--- config.mk ---
export PLATFORM = sky130hd
export DESIGN_NAME = csoc_top
export DESIGN_NICKNAME = d
export VERILOG_FILES = /design/src/rtl/csoc_pkg.sv /design/src/rtl/csoc_gain_trim.sv /design/src/rtl/csoc_top.sv
export SDC_FILE = /design/constraint.sdc
export NUM_CORES = 1
export LEC_CHECK = 0
export BUFFER_PORTS_ARGS = -buffer_cell sky130_fd_sc_hd__buf_4
export CAP_MARGIN = 25
export CORE_ASPECT_RATIO = 1.75
export CORE_MARGIN = 2
export CORE_UTILIZATION = 60
export CTS_BUF_LIST = sky130_fd_sc_hd__clkbuf_4
export CTS_CLUSTER_SIZE = 10
export DETAILED_ROUTE_END_ITERATION = 8
export PLACE_DENSITY_LB_ADDON = 0.1
export SYNTH_ARGS = -nofsm -noshare
export SYNTH_HDL_FRONTEND = slang
export SYNTH_HIERARCHICAL = 1
export SYNTH_SLANG_ARGS = --single-unit
--- constraint.sdc ---
create_clock -name clk -period 13.11 [get_ports clk]
set_input_delay 2.622 -clock clk [delete_from_list [all_inputs] [get_ports clk]]
set_output_delay 2.622 -clock clk [all_outputs]
set_load 0.005 [all_outputs]
--- src/rtl/csoc_pkg.sv ---
package csoc_pkg;

   // ==========================================================
   // Widths
   localparam int ADC_W = 12;
   localparam int IDX_W = 10;
   localparam int CODE_W = 5;
   localparam int FS_W = 18;
   localparam int LSB_W = 14;
   localparam int ST_W = 2;

   // ==========================================================
   // Register indices (byte address is four times the index)
   localparam logic [IDX_W-1:0] IDX_PRI_VALUE = 10'h013;
   localparam logic [IDX_W-1:0] IDX_PRI_LIMIT = 10'h022;
   localparam logic [IDX_W-1:0] IDX_SEC_GAIN = 10'h023;
   localparam logic [IDX_W-1:0] IDX_IRQ_STATUS = 10'h030;
   localparam logic [IDX_W-1:0] IDX_IRQ_MASK = 10'h031;
   localparam int ADDR_IDX_LSB = 2;

   // ==========================================================
   // Field layout of the secondary gain trim register
   localparam int RANGE_MSB = 7;
   localparam int RANGE_LSB = 6;
   localparam int POL_BIT = 5;
   localparam int MAG_MSB = 4;
   localparam int MAG_LSB = 0;

   // ==========================================================
   // Status bits
   localparam int ST_OCP = 0;
   localparam int ST_RSVD_RANGE = 1;
   localparam int ST_LIVE_OCP = 2;

   // ==========================================================
   // Reset values
   localparam logic [CODE_W-1:0] RST_LIMIT = 5'h1f;
   localparam logic [7:0] RST_GAIN = 8'h00;
   localparam logic [ST_W-1:0] RST_MASK = 2'h0;

   // ==========================================================
   // Primary threshold scaling: code / 31 * 1.38 of nominal reading
   localparam int LIMIT_MAX_CODE = 31;
   localparam int LIMIT_PCT = 138;
   localparam int PCT_DIV = 100;
   localparam int NOMINAL_CODE = 2048;

   // ==========================================================
   // Secondary full-scale range codes and their settings
   typedef enum logic [1:0] {
      RANGE_37MV = 2'b00,
      RANGE_75MV = 2'b01,
      RANGE_150MV = 2'b10,
      RANGE_RSVD = 2'b11
   } csoc_range_type;
   // Full scale in uV, LSB step in units of 10 nV
   localparam logic [FS_W-1:0] FS_37MV = 18'h0927c;
   localparam logic [FS_W-1:0] FS_75MV = 18'h124f8;
   localparam logic [FS_W-1:0] FS_150MV = 18'h249f0;
   localparam logic [LSB_W-1:0] LSB_37MV = 14'h05f6;
   localparam logic [LSB_W-1:0] LSB_75MV = 14'h0bec;
   localparam logic [LSB_W-1:0] LSB_150MV = 14'h17d8;
   localparam int GAIN_SHIFT = 8;

   // ==========================================================
   // AHB-Lite
   localparam logic [1:0] HTRANS_NONSEQ = 2'b10;
   localparam logic HRESP_OKAY = 1'b0;

   // ==========================================================
   // Carriers
   typedef struct packed {
      logic polarity_neg;
      logic [CODE_W-1:0] magnitude;
   } csoc_gain_cfg_type;

   typedef struct packed {
      logic hreadyout;
      logic hresp;
      logic [31:0] hrdata;
      logic wr_pend;
      logic [IDX_W-1:0] wr_idx;
      logic [CODE_W-1:0] limit_code;
      logic [7:0] gain_trim;
      logic [ADC_W-1:0] pri_value;
      logic ocp;
      logic [ST_W-1:0] status;
      logic [ST_W-1:0] mask;
      logic irq;
      logic [FS_W-1:0] fs_uv;
      logic [LSB_W-1:0] lsb_step;
   } csoc_state_type;

   typedef struct packed {
      logic [ADC_W-1:0] calibrated;
   } csoc_gain_state_type;

endpackage

--- src/rtl/csoc_gain_trim.sv ---
`timescale 1ns/100ps
module csoc_gain_trim (
   input wire logic clk,
   input wire logic arst_n,
   input wire logic [csoc_pkg::ADC_W-1:0] raw,
   input wire csoc_pkg::csoc_gain_cfg_type cfg,
   output logic [csoc_pkg::ADC_W-1:0] calibrated
);

   // ==========================================================
   // Gain correction
   localparam int PROD_W = csoc_pkg::ADC_W + csoc_pkg::CODE_W;
   csoc_pkg::csoc_gain_state_type s;
   csoc_pkg::csoc_gain_state_type next_s;
   logic [PROD_W-1:0] prod;
   logic [csoc_pkg::ADC_W:0] sum;
   logic [csoc_pkg::ADC_W-1:0] delta;

   always_comb begin
      next_s = s;
      prod = PROD_W'(raw) * PROD_W'(cfg.magnitude);
      delta = csoc_pkg::ADC_W'(prod >> csoc_pkg::GAIN_SHIFT);
      sum = {1'b0, raw} + {1'b0, delta};
      if (cfg.polarity_neg) begin
         next_s.calibrated = raw - delta;
      end else if (sum[csoc_pkg::ADC_W]) begin
         next_s.calibrated = '1;
      end else begin
         next_s.calibrated = sum[csoc_pkg::ADC_W-1:0];
      end
   end

   always_ff @(posedge clk or negedge arst_n) begin
      if (!arst_n) begin
         s <= '0;
      end else begin
         s <= next_s;
      end
   end

   assign calibrated = s.calibrated;

   // ==========================================================
   // Checks
   property p_neg_gain;
      @(posedge clk) disable iff (!arst_n)
      cfg.polarity_neg |=> (calibrated <= $past(raw));
   endproperty
   a_neg_gain: assert property (p_neg_gain)
      else $error("negative gain raised the reading");

   property p_pos_gain;
      @(posedge clk) disable iff (!arst_n)
      (!cfg.polarity_neg && cfg.magnitude != '0 &&
         raw[csoc_pkg::ADC_W-1]) |=>
         (calibrated > $past(raw) || calibrated == '1);
   endproperty
   a_pos_gain: assert property (p_pos_gain)
      else $error("positive gain did not raise the reading");

   property p_zero_mag;
      @(posedge clk) disable iff (!arst_n)
      (cfg.magnitude == '0) |=> (calibrated == $past(raw));
   endproperty
   a_zero_mag: assert property (p_zero_mag)
      else $error("zero gain magnitude changed the reading");

   c_neg_gain: cover property (@(posedge clk) disable iff (!arst_n)
      cfg.polarity_neg && cfg.magnitude != '0 && raw != '0);

endmodule // csoc_gain_trim

--- src/rtl/csoc_top.sv ---
// The AHB-Lite slave port was left to the implementer.
`timescale 1ns/100ps
module csoc_top (
   input wire logic clk,
   input wire logic arst_n,
   input wire logic hsel,
   input wire logic [31:0] haddr,
   input wire logic [1:0] htrans,
   input wire logic hwrite,
   input wire logic [2:0] hsize,
   input wire logic [31:0] hwdata,
   input wire logic hready,
   output logic hreadyout,
   output logic hresp,
   output logic [31:0] hrdata,
   input wire logic [csoc_pkg::ADC_W-1:0] primary_adc_value,
   input wire logic [csoc_pkg::ADC_W-1:0] secondary_adc_value,
   output logic primary_overcurrent,
   output logic [csoc_pkg::ADC_W-1:0] secondary_calibrated,
   output logic [csoc_pkg::FS_W-1:0] secondary_fullscale_uv,
   output logic [csoc_pkg::LSB_W-1:0] secondary_lsb_step,
   output logic irq
);

   // ==========================================================
   // Threshold table
   localparam int NUM_CODES = csoc_pkg::LIMIT_MAX_CODE + 1;
   localparam int LIM_W = csoc_pkg::ADC_W + 1;
   logic [LIM_W-1:0] limit_tbl [NUM_CODES];

   generate
      for (genvar c = 0; c < NUM_CODES; c++) begin : g_limit
         localparam int LIM = c * csoc_pkg::NOMINAL_CODE *
            csoc_pkg::LIMIT_PCT /
            (csoc_pkg::LIMIT_MAX_CODE * csoc_pkg::PCT_DIV);
         assign limit_tbl[c] = LIM_W'(LIM);
      end
   endgenerate

   // ==========================================================
   // State
   csoc_pkg::csoc_state_type s;
   csoc_pkg::csoc_state_type next_s;
   csoc_pkg::csoc_gain_cfg_type gain_cfg;
   logic addr_phase;
   logic rsvd_evt;
   logic ocp_rise;
   logic [csoc_pkg::IDX_W-1:0] rd_idx;

   assign addr_phase = hsel && hready && (htrans == csoc_pkg::HTRANS_NONSEQ);
   assign rd_idx = haddr[csoc_pkg::ADDR_IDX_LSB +: csoc_pkg::IDX_W];

   always_comb begin
      next_s = s;
      rsvd_evt = 1'b0;
      next_s.hreadyout = 1'b1;
      next_s.hresp = csoc_pkg::HRESP_OKAY;
      // Write data phase
      if (s.wr_pend) begin
         unique case (s.wr_idx)
            csoc_pkg::IDX_PRI_LIMIT: begin
               next_s.limit_code = hwdata[csoc_pkg::CODE_W-1:0];
            end
            csoc_pkg::IDX_SEC_GAIN: begin
               next_s.gain_trim = hwdata[7:0];
               rsvd_evt = (hwdata[csoc_pkg::RANGE_MSB:csoc_pkg::RANGE_LSB]
                  == csoc_pkg::RANGE_RSVD);
            end
            csoc_pkg::IDX_IRQ_STATUS: begin
               next_s.status = s.status & ~hwdata[csoc_pkg::ST_W-1:0];
            end
            csoc_pkg::IDX_IRQ_MASK: begin
               next_s.mask = hwdata[csoc_pkg::ST_W-1:0];
            end
            default: begin
            end
         endcase
      end
      // Address phase
      next_s.wr_pend = addr_phase && hwrite;
      next_s.wr_idx = addr_phase ? rd_idx : s.wr_idx;
      // Primary overcurrent compare
      next_s.pri_value = primary_adc_value;
      next_s.ocp = {1'b0, s.pri_value} > limit_tbl[s.limit_code];
      ocp_rise = next_s.ocp && !s.ocp;
      // Events set after the clear so a set wins
      if (ocp_rise) begin
         next_s.status[csoc_pkg::ST_OCP] = 1'b1;
      end
      if (rsvd_evt) begin
         next_s.status[csoc_pkg::ST_RSVD_RANGE] = 1'b1;
      end
      next_s.irq = |(next_s.status & next_s.mask);
      // Secondary range decode
      unique case (csoc_pkg::csoc_range_type'(
            next_s.gain_trim[csoc_pkg::RANGE_MSB:csoc_pkg::RANGE_LSB]))
         csoc_pkg::RANGE_75MV: begin
            next_s.fs_uv = csoc_pkg::FS_75MV;
            next_s.lsb_step = csoc_pkg::LSB_75MV;
         end
         csoc_pkg::RANGE_150MV: begin
            next_s.fs_uv = csoc_pkg::FS_150MV;
            next_s.lsb_step = csoc_pkg::LSB_150MV;
         end
         csoc_pkg::RANGE_37MV, csoc_pkg::RANGE_RSVD: begin
            next_s.fs_uv = csoc_pkg::FS_37MV;
            next_s.lsb_step = csoc_pkg::LSB_37MV;
         end
      endcase
      // Read data, taken from the updated copy
      next_s.hrdata = '0;
      if (addr_phase && !hwrite) begin
         unique case (rd_idx)
            csoc_pkg::IDX_PRI_VALUE: begin
               next_s.hrdata = 32'(next_s.pri_value);
            end
            csoc_pkg::IDX_PRI_LIMIT: begin
               next_s.hrdata = 32'(next_s.limit_code);
            end
            csoc_pkg::IDX_SEC_GAIN: begin
               next_s.hrdata = 32'(next_s.gain_trim);
            end
            csoc_pkg::IDX_IRQ_STATUS: begin
               next_s.hrdata = 32'({next_s.ocp, next_s.status});
            end
            csoc_pkg::IDX_IRQ_MASK: begin
               next_s.hrdata = 32'(next_s.mask);
            end
            default: begin
               next_s.hrdata = '0;
            end
         endcase
      end
   end

   always_ff @(posedge clk or negedge arst_n) begin
      if (!arst_n) begin
         s <= '0;
         s.hreadyout <= 1'b1;
         s.limit_code <= csoc_pkg::RST_LIMIT;
         s.gain_trim <= csoc_pkg::RST_GAIN;
         s.mask <= csoc_pkg::RST_MASK;
         s.fs_uv <= csoc_pkg::FS_37MV;
         s.lsb_step <= csoc_pkg::LSB_37MV;
      end else begin
         s <= next_s;
      end
   end

   // ==========================================================
   // Secondary gain path
   assign gain_cfg = {
      s.gain_trim[csoc_pkg::POL_BIT],
      s.gain_trim[csoc_pkg::MAG_MSB:csoc_pkg::MAG_LSB]
   };

   csoc_gain_trim u_gain (
      .clk(clk),
      .arst_n(arst_n),
      .raw(secondary_adc_value),
      .cfg(gain_cfg),
      .calibrated(secondary_calibrated)
   );

   // ==========================================================
   // Outputs
   assign hreadyout = s.hreadyout;
   assign hresp = s.hresp;
   assign hrdata = s.hrdata;
   assign primary_overcurrent = s.ocp;
   assign secondary_fullscale_uv = s.fs_uv;
   assign secondary_lsb_step = s.lsb_step;
   assign irq = s.irq;

   // ==========================================================
   // Checks
   localparam int FULL_LIMIT = csoc_pkg::NOMINAL_CODE *
      csoc_pkg::LIMIT_PCT / csoc_pkg::PCT_DIV;

   property p_ocp_compare;
      @(posedge clk) disable iff (!arst_n)
      ##1 (primary_overcurrent ==
         ({1'b0, $past(s.pri_value)} > limit_tbl[$past(s.limit_code)]));
   endproperty
   a_ocp_compare: assert property (p_ocp_compare)
      else $error("overcurrent flag disagrees with compare");

   property p_value_follows;
      @(posedge clk) disable iff (!arst_n)
      (primary_adc_value > 12'h000 && s.limit_code == 5'h00 &&
         !(s.wr_pend && s.wr_idx == csoc_pkg::IDX_PRI_LIMIT)) |=>
         ##1 primary_overcurrent;
   endproperty
   a_value_follows: assert property (p_value_follows)
      else $error("reading above zero limit did not raise flag");

   property p_limit_ends;
      @(posedge clk) disable iff (!arst_n)
      (limit_tbl[0] == '0) &&
         (limit_tbl[csoc_pkg::LIMIT_MAX_CODE] == LIM_W'(FULL_LIMIT));
   endproperty
   a_limit_ends: assert property (p_limit_ends)
      else $error("threshold span is not 0 to 138 percent");

   property p_range_75;
      @(posedge clk) disable iff (!arst_n)
      (s.gain_trim[csoc_pkg::RANGE_MSB:csoc_pkg::RANGE_LSB] == 2'b01) |->
         (secondary_lsb_step == csoc_pkg::LSB_75MV &&
          secondary_fullscale_uv == csoc_pkg::FS_75MV);
   endproperty
   a_range_75: assert property (p_range_75)
      else $error("75 mV range not applied");

   property p_range_150;
      @(posedge clk) disable iff (!arst_n)
      (s.gain_trim[csoc_pkg::RANGE_MSB:csoc_pkg::RANGE_LSB] == 2'b10) |->
         (secondary_lsb_step == csoc_pkg::LSB_150MV &&
          secondary_fullscale_uv == csoc_pkg::FS_150MV);
   endproperty
   a_range_150: assert property (p_range_150)
      else $error("150 mV range not applied");

   property p_range_37;
      @(posedge clk) disable iff (!arst_n)
      (s.gain_trim[csoc_pkg::RANGE_MSB:csoc_pkg::RANGE_LSB] ==
         csoc_pkg::RANGE_37MV) |->
         (secondary_lsb_step == csoc_pkg::LSB_37MV &&
          secondary_fullscale_uv == csoc_pkg::FS_37MV);
   endproperty
   a_range_37: assert property (p_range_37)
      else $error("37.5 mV range not applied");

   property p_range_rsvd;
      @(posedge clk) disable iff (!arst_n)
      (s.wr_pend && s.wr_idx == csoc_pkg::IDX_SEC_GAIN &&
         hwdata[csoc_pkg::RANGE_MSB:csoc_pkg::RANGE_LSB] ==
         csoc_pkg::RANGE_RSVD) |=>
         (s.status[csoc_pkg::ST_RSVD_RANGE] &&
          secondary_lsb_step == csoc_pkg::LSB_37MV &&
          secondary_fullscale_uv == csoc_pkg::FS_37MV);
   endproperty
   a_range_rsvd: assert property (p_range_rsvd)
      else $error("reserved range write not handled");

   property p_irq_level;
      @(posedge clk) disable iff (!arst_n)
      irq == |(s.status & s.mask);
   endproperty
   a_irq_level: assert property (p_irq_level)
      else $error("interrupt does not match masked status");

   property p_ocp_sticky;
      @(posedge clk) disable iff (!arst_n)
      $rose(primary_overcurrent) |-> s.status[csoc_pkg::ST_OCP];
   endproperty
   a_ocp_sticky: assert property (p_ocp_sticky)
      else $error("overcurrent event not recorded");

   property p_read_answer;
      @(posedge clk) disable iff (!arst_n)
      (addr_phase && !hwrite && rd_idx == csoc_pkg::IDX_SEC_GAIN &&
         !s.wr_pend) |=> (hrdata == 32'($past(s.gain_trim)) && hreadyout);
   endproperty
   a_read_answer: assert property (p_read_answer)
      else $error("gain trim read back wrong");

   property p_status_clear;
      @(posedge clk) disable iff (!arst_n)
      (s.wr_pend && s.wr_idx == csoc_pkg::IDX_IRQ_STATUS &&
         hwdata[csoc_pkg::ST_OCP] && !ocp_rise) |=>
         !s.status[csoc_pkg::ST_OCP];
   endproperty
   a_status_clear: assert property (p_status_clear)
      else $error("status write of one did not clear the event");

   property p_set_wins;
      @(posedge clk) disable iff (!arst_n)
      ocp_rise |=> s.status[csoc_pkg::ST_OCP];
   endproperty
   a_set_wins: assert property (p_set_wins)
      else $error("overcurrent event lost");

   property p_limit_write;
      @(posedge clk) disable iff (!arst_n)
      (s.wr_pend && s.wr_idx == csoc_pkg::IDX_PRI_LIMIT) |=>
         (s.limit_code == csoc_pkg::CODE_W'($past(hwdata)));
   endproperty
   a_limit_write: assert property (p_limit_write)
      else $error("limit code write did not land");

   property p_value_reg;
      @(posedge clk) disable iff (!arst_n)
      $past(arst_n) |-> (s.pri_value == $past(primary_adc_value));
   endproperty
   a_value_reg: assert property (p_value_reg)
      else $error("value register does not hold the reading");

   c_ocp_rise: cover property (@(posedge clk) disable iff (!arst_n)
      $rose(primary_overcurrent));
   c_irq: cover property (@(posedge clk) disable iff (!arst_n) $rose(irq));
   c_range_150: cover property (@(posedge clk) disable iff (!arst_n)
      secondary_lsb_step == csoc_pkg::LSB_150MV);
   c_rsvd: cover property (@(posedge clk) disable iff (!arst_n)
      s.status[csoc_pkg::ST_RSVD_RANGE]);

endmodule // csoc_top

Word level (Yosys, flattened, before mapping)

Memories as Yosys holds them, arrays and structs flattened.
Index checks and enable logic that the tools add are counted.

Flip-flop bits (word level): 118
Bits in read-only memories: 416
Output and inout bits: 80
Memories: 1

Memories:

| name             | words | bits a word | read ports | clocked after Yosys merged registers in | write ports | line           | RTL |
|---|---|---|---|---|---|---|---|
| (name not given) | 32    | 13          | 1          | 0                                       | 0           | csoc_top.sv:84 | `next_s.ocp = {1'b0, s.pri_value} > limit_tbl[s.limit_code];` |

$add $sub $neg: 2
$mul: 1
Magnitude comparators: 2
Equal/unequal tests: 14
Muxes and demuxes: 17
Bitwise gates (word level): 4
Reductions and logical operators: 10

Operators with widths:

| kind                                                              | count |
|---|---|
| 32-bit one-hot mux with 3 select lines                            | 1 |
| 10-bit by 6-bit == test with 1-bit output (second input constant) | 8 |
| 12-bit one-hot mux with 5 select lines                            | 1 |
| 13-bit 2-to-1 mux                                                 | 3 |
| 12-bit 2-to-1 mux                                                 | 3 |
| 12-bit by 5-bit multiplier with 17-bit output                     | 1 |
| 12-bit by 9-bit adder with 13-bit output                          | 1 |
| 12-bit by 13-bit greater-than comparator with 1-bit output        | 1 |
| 12-bit by 9-bit subtractor with 12-bit output                     | 1 |
| 10-bit by 5-bit == test with 1-bit output (second input constant) | 1 |
| 2-bit == test (second input constant)                             | 4 |
| 8-bit 2-to-1 mux                                                  | 1 |
| 6-bit >= comparator (second input constant)                       | 1 |
| 5-bit NOT with 6-bit output                                       | 1 |
| 1-bit logical AND                                                 | 5 |
| 5-bit 2-to-1 mux                                                  | 1 |
| 2-bit bitwise AND                                                 | 2 |
| 1-bit 2-to-1 mux                                                  | 4 |
| 2-bit 2-to-1 mux                                                  | 2 |
| 4-bit 2-to-1 mux                                                  | 1 |
| 2-bit OR reduction                                                | 2 |
| 2-bit by 1-bit == test with 1-bit output (second input constant)  | 1 |
| 1-bit zero test                                                   | 2 |
| 2-bit zero test                                                   | 1 |
| 2-bit NOT                                                         | 1 |

Longest topological paths before layout

Depth in word-level cells: 9
Gate-level depth with buffers: 24
Gate-level depth less buffers: 21

Modules after synthesis

The synthesis kept the hierarchy.

By module, submodules not included:

| module         | instances | cells each | area each (sq um) | seq. area each (sq um) |
|---|---|---|---|---|
| csoc_top       | 1         | 370        | 3793.6            | 1511.4 |
| csoc_gain_trim | 1         | 362        | 2980.4            | 300.3 |

Worst setup path after synthesis

Ideal clock, no wire load.

Path kind: input to register
From: input secondary_adc_value[1] (netlist name)
To: register u_gain.s, in the netlist u_gain/calibrated[11]
Arrival time: 7.107 ns
Data required time: 12.982 ns
Path slack: 5.876 ns
Cell stages on the path: 21
Buffers on the path: 1
Path through: and2_1 fa_1 fa_1 inv_1 fa_1 inv_1 ha_1 a211oi_1 o211ai_1 nand4_1 nand2_1 a21oi_1 xnor2_1 ha_1 buf_6 or3_1 o221ai_2 o211ai_2 nand4b_1 o21ai_1 mux2_1

RTL lines:

| item                 | line                 | RTL |
|---|---|---|
| from (decl)          | csoc_top.sv:17       | `input wire logic [csoc_pkg::ADC_W-1:0] secondary_adc_value,` |
| to (signal assigned) | csoc_gain_trim.sv:37 | `s <= next_s;` |
| to (decl)            | csoc_gain_trim.sv:13 | `csoc_pkg::csoc_gain_state_type s;` |

==> metrics.txt <==
r2r endpoint=u_gain/calibrated[9]; number of primary I/O pins=178; Ys Warns=6; Crit-path slowest cell=fa_1; count of flip-flops with a built-in enable after synthesis=0; Port-buffer cells=96; clock latency on the worst-skew pair=0.41 ns; number of antenna violations at the first check in global routing=1; internal portion of total power=0.5624 mW; maximum number of pins on one net before global-route repair=73; largest clock skew in the final design=between 0.01 and 0.015 ns; Post-Synthesis Cell Area=6774 um^2; final hold violation count=0; achievable clock frequency=127.7 MHz; Crit path max-delay family=adder cells; buffer type at the clock tree root=clkbuf_4; via density per instance=5.736; global placer's final weighted congestion=roughly 0.91; Antenna Nets Post-Route=0; initial cell density of the core=61.36%; path category of the worst min-delay check=flip-flop to flip-flop; half-perimeter wire length of the detailed placement result=13.05 mm; total number of placement rows=51; number of inserted filler cells in the final layout=slightly below 1000; switch share=40.62%; number of cells on the worst reg-to-reg path=20; vias in the first global route=5345; critical register-to-register path startpoint=gain_cfg[3]; time the worst path needs with I/O delays and setup=7.831 ns; Worst Path Required=13.42 ns; areal power density over the cells=129.2 nW/um^2; Rel. slew slack=42.46%; overall fraction of global-route tracks in use=26.32%; utilization after layout=66.42%; power share of the clock group=15.7%; minimum hold slack=0.5406 ns; buffers from clock root to sink, at most=2; critical path launch point type=input port; GR Overflow Total=0; post-CTS sizing=0; CTS Buf Count=9; portion of the post-synthesis area used by sequential elements=26.75%; number of instances in the synthesized netlist=approximately 730; area of the core=approximately 11000 um^2; final setup violation count=0; flip-flop cell with the highest count after synthesis=dfrtp_1; CP bufs+invs=3; net switching power=0.3847 mW; Max IR drop VDD=roughly 0.086 mV; Final Max Slew Viols=0; violation count after the first detailed-routing iteration=296; classification of the worst setup path=input port to flip-flop; DRC violation count after routing=0; CP endpoint kind=flip-flop; endpoint with the worst hold slack=s[68]; biggest cell delay along the critical path=0.55 ns; clock input transition at the sequential cells of the worst setup and hold paths=0.11 ns; max-cap violation count=0; depth of the worst hold-timing path=1; Final Routed Wirelength=15.76 mm; worst setup slack for register-to-register paths=6.97 ns; drt wl/cell=17.18 um; data arrival time at the worst-slack endpoint=8.14 ns; part of the power in combinational logic=54.3%; proportion of layout cells with a drive suffix above 1=20.41%; TritonCTS clock tree=built; ratio of final minimum period to clock period=59.73%; area of the multi-input gates=4208 um^2; H-tree depth=3; clk sinks=72; total via count in the routed design=between 5000 and 6000; number of nets in the final layout=975; first drt pass iteration count=5; area enclosed by the die boundary=12190 um^2; count of different cell masters after synthesis=74; cell type with the highest occurrence count on the critical path=fa_1; crit path cell chain=buf_4 -> and2_1 -> fa_1 -> fa_1 -> inv_1 -> fa_1 -> inv_1 -> ha_1 -> o21ai_0 -> a21oi_1 -> nand4_1 -> a31oi_1 -> a21oi_1 -> xnor2_1 -> ha_1 -> o211a_1 -> o31ai_1 -> nand3_1 -> nand4bb_1 -> and3b_1 -> nor4_2; height of the die=144.6 um; setup repair after global routing missed its margin=false; power consumption=0.9471 mW; register area=roughly 1800 um^2; Async S/R FF share, synth=100.0%; share of power burned in registers=between 30% and 40%; Die Span X=84.32 um; worst-margin pin slew=0.8631 ns; Worst Min Path Start=s[68]; number of buffers inserted by hold repair at cts=0; maximum fanout along the worst path=10; average cell area after synthesis=9.254 um^2; wire length of the first global-routing pass=25.04 mm; outcome=finished clean; flops & latches, synth=72; Post-CTS Setup Inserts=0; Setup TNS=0 ns; relative area change from synthesis to final layout=8.238%; Leakage=3.594 nW
final cells by class:
class | count | share of cell area (%)
inverters | 72 | 3.686
well taps | 132 | 2.253
clock buffers | 9 | 0.9215
diodes | 1 | 0.03413
clock inverters | 7 | 1.177
flip-flops and latches | 72 | 24.71
multi-input cells | 528 | 57.39
repair buffers | 96 | 9.829
worst max-delay path by stage:
stage,from,end,depth (start not counted)
6_report,secondary_adc_value[1],u_gain/calibrated[9],21
5_1_grt,secondary_adc_value[1],u_gain/calibrated[9],21
2_1_floorplan,secondary_adc_value[1],u_gain/calibrated[11],21
3_5_place_dp,secondary_adc_value[1],u_gain/calibrated[9],21
4_1_cts,secondary_adc_value[1],u_gain/calibrated[9],21
3_3_place_gp,secondary_adc_value[1],u_gain/calibrated[9],21
per-stage QoR:
stage | cells | area, um^2 | worst slack (ns)
2_1_floorplan | 762 | 6887 | 5.876
3_3_place_gp | 900 | 7176 | 4.899
3_5_place_dp | 900 | 7176 | 4.895
4_1_cts | 916 | 7330 | 5.320
5_1_grt | 917 | 7332 | 4.978
6_report | 917 | 7332 | 5.279
placed cells by master, fill, tap and decap left out, types with 3 or more instances in the layout:
master     netlist  routed
nand4b_1         4       4
nand3_1          8       8
o31ai_1          8       8
buf_4           66      96
a222oi_1         3       3
clkbuf_4         0       9
mux2i_1          6       6
ha_1            67      67
nand4_1          7       7
xnor2_1          9       9
nor4_1           4       4
a2111oi_0        3       3
nor2b_1          8       8
nand2_1         61      61
nor2_1          30      30
a31oi_1          8       8
nand2b_1        11      11
a22oi_1          6       6
and2_1          39      39
or3_1            4       4
dfstp_2          8       8
dfrtp_1         64      64
mux2_2          21      21
a211oi_1        12      12
nor3_1           3       3
o21a_1           4       4
xor2_1           9       9
conb_1           2      32
o21ai_1          5       5
nor4b_2          3       3
o21ai_0         27      27
a21oi_1         33      33
o211ai_1         4       4
nor3b_1          6       6
a21o_1           6       6
or2_2            3       3
nand3b_1         3       3
and3_1           3       3
inv_1           72      72
fa_1            31      31
cell usage after synthesis (6+ instances only):
master | number | area share, %
xor2_1 | 9 | 1.2
mux2i_1 | 6 | 0.89
xnor2_1 | 9 | 1.2
nand2_1 | 61 | 3.4
nand2b_1 | 11 | 1.0
a211oi_1 | 12 | 1.3
dfrtp_1 | 64 | 24
a21o_1 | 6 | 0.66
nor3b_1 | 6 | 0.66
o31ai_1 | 8 | 0.89
o21ai_0 | 27 | 2.0
inv_1 | 72 | 4.0
clkbuf_1 | 17 | 0.94
dfstp_2 | 8 | 3.1
buf_4 | 66 | 7.3
and2_1 | 39 | 3.6
nand3_1 | 8 | 0.59
ha_1 | 67 | 12
mux2_2 | 21 | 3.5
nor2b_1 | 8 | 0.74
a21oi_1 | 33 | 2.4
a31oi_1 | 8 | 0.74
nand4_1 | 7 | 0.65
nor2_1 | 30 | 1.7
fa_1 | 31 | 9.2
a22oi_1 | 6 | 0.66
worst reg2reg max path, cell delays in order, from the launching register on:
cell	delay (ns)
dfrtp_1	0.67
and2_1	0.25
fa_1	0.47
fa_1	0.56
inv_1	0.06
fa_1	0.52
inv_1	0.04
ha_1	0.25
o21ai_0	0.15
a21oi_1	0.28
nand4_1	0.20
a31oi_1	0.35
a21oi_1	0.17
xnor2_1	0.15
ha_1	0.40
o211a_1	0.18
o31ai_1	0.10
nand3_1	0.18
nand4bb_1	0.43
and3b_1	0.36
nor4_2	0.28
registers in the layout, indices dropped and copies added, names as in the netlist:
name                    flops
hrdata                     12
secondary_fullscale_uv      5
s                          34
gain_cfg                    6
irq                         1
secondary_lsb_step          1
u_gain/calibrated          12
primary_overcurrent         1
power by group through the flow:
stage               clock network (mW)  registers, mW  logic [mW]
global placement                     0          0.287       0.493
detailed placement                   0          0.288       0.513
finish                           0.149          0.284       0.514
CTS                              0.153          0.284       0.515
floorplan                            0          0.275       0.396
global route                     0.162          0.288       0.580
logic make-up (layout without fill, tap and decap cells):
logic type | after synthesis | in the layout | share of synthesized area, %
compound gates | 135 | 135 | 13.06
xor+xnor | 18 | 18 | 2.327
fa+ha+maj | 98 | 98 | 21.54
buf+inv | 162 | 184 | 12.80
flops | 72 | 72 | 26.75
mux | 31 | 31 | 5.375
other cells | 2 | 33 | 0.1109
simple gates | 214 | 214 | 18.05
metal layers:
layer  part of all wire, %  GRT usage [%]
met5                     0              0
met4                   3.7          13.24
met3                   3.0          2.626
met2                    59          53.17
met1                    34          25.85
(Power assumes the default switching activity.)
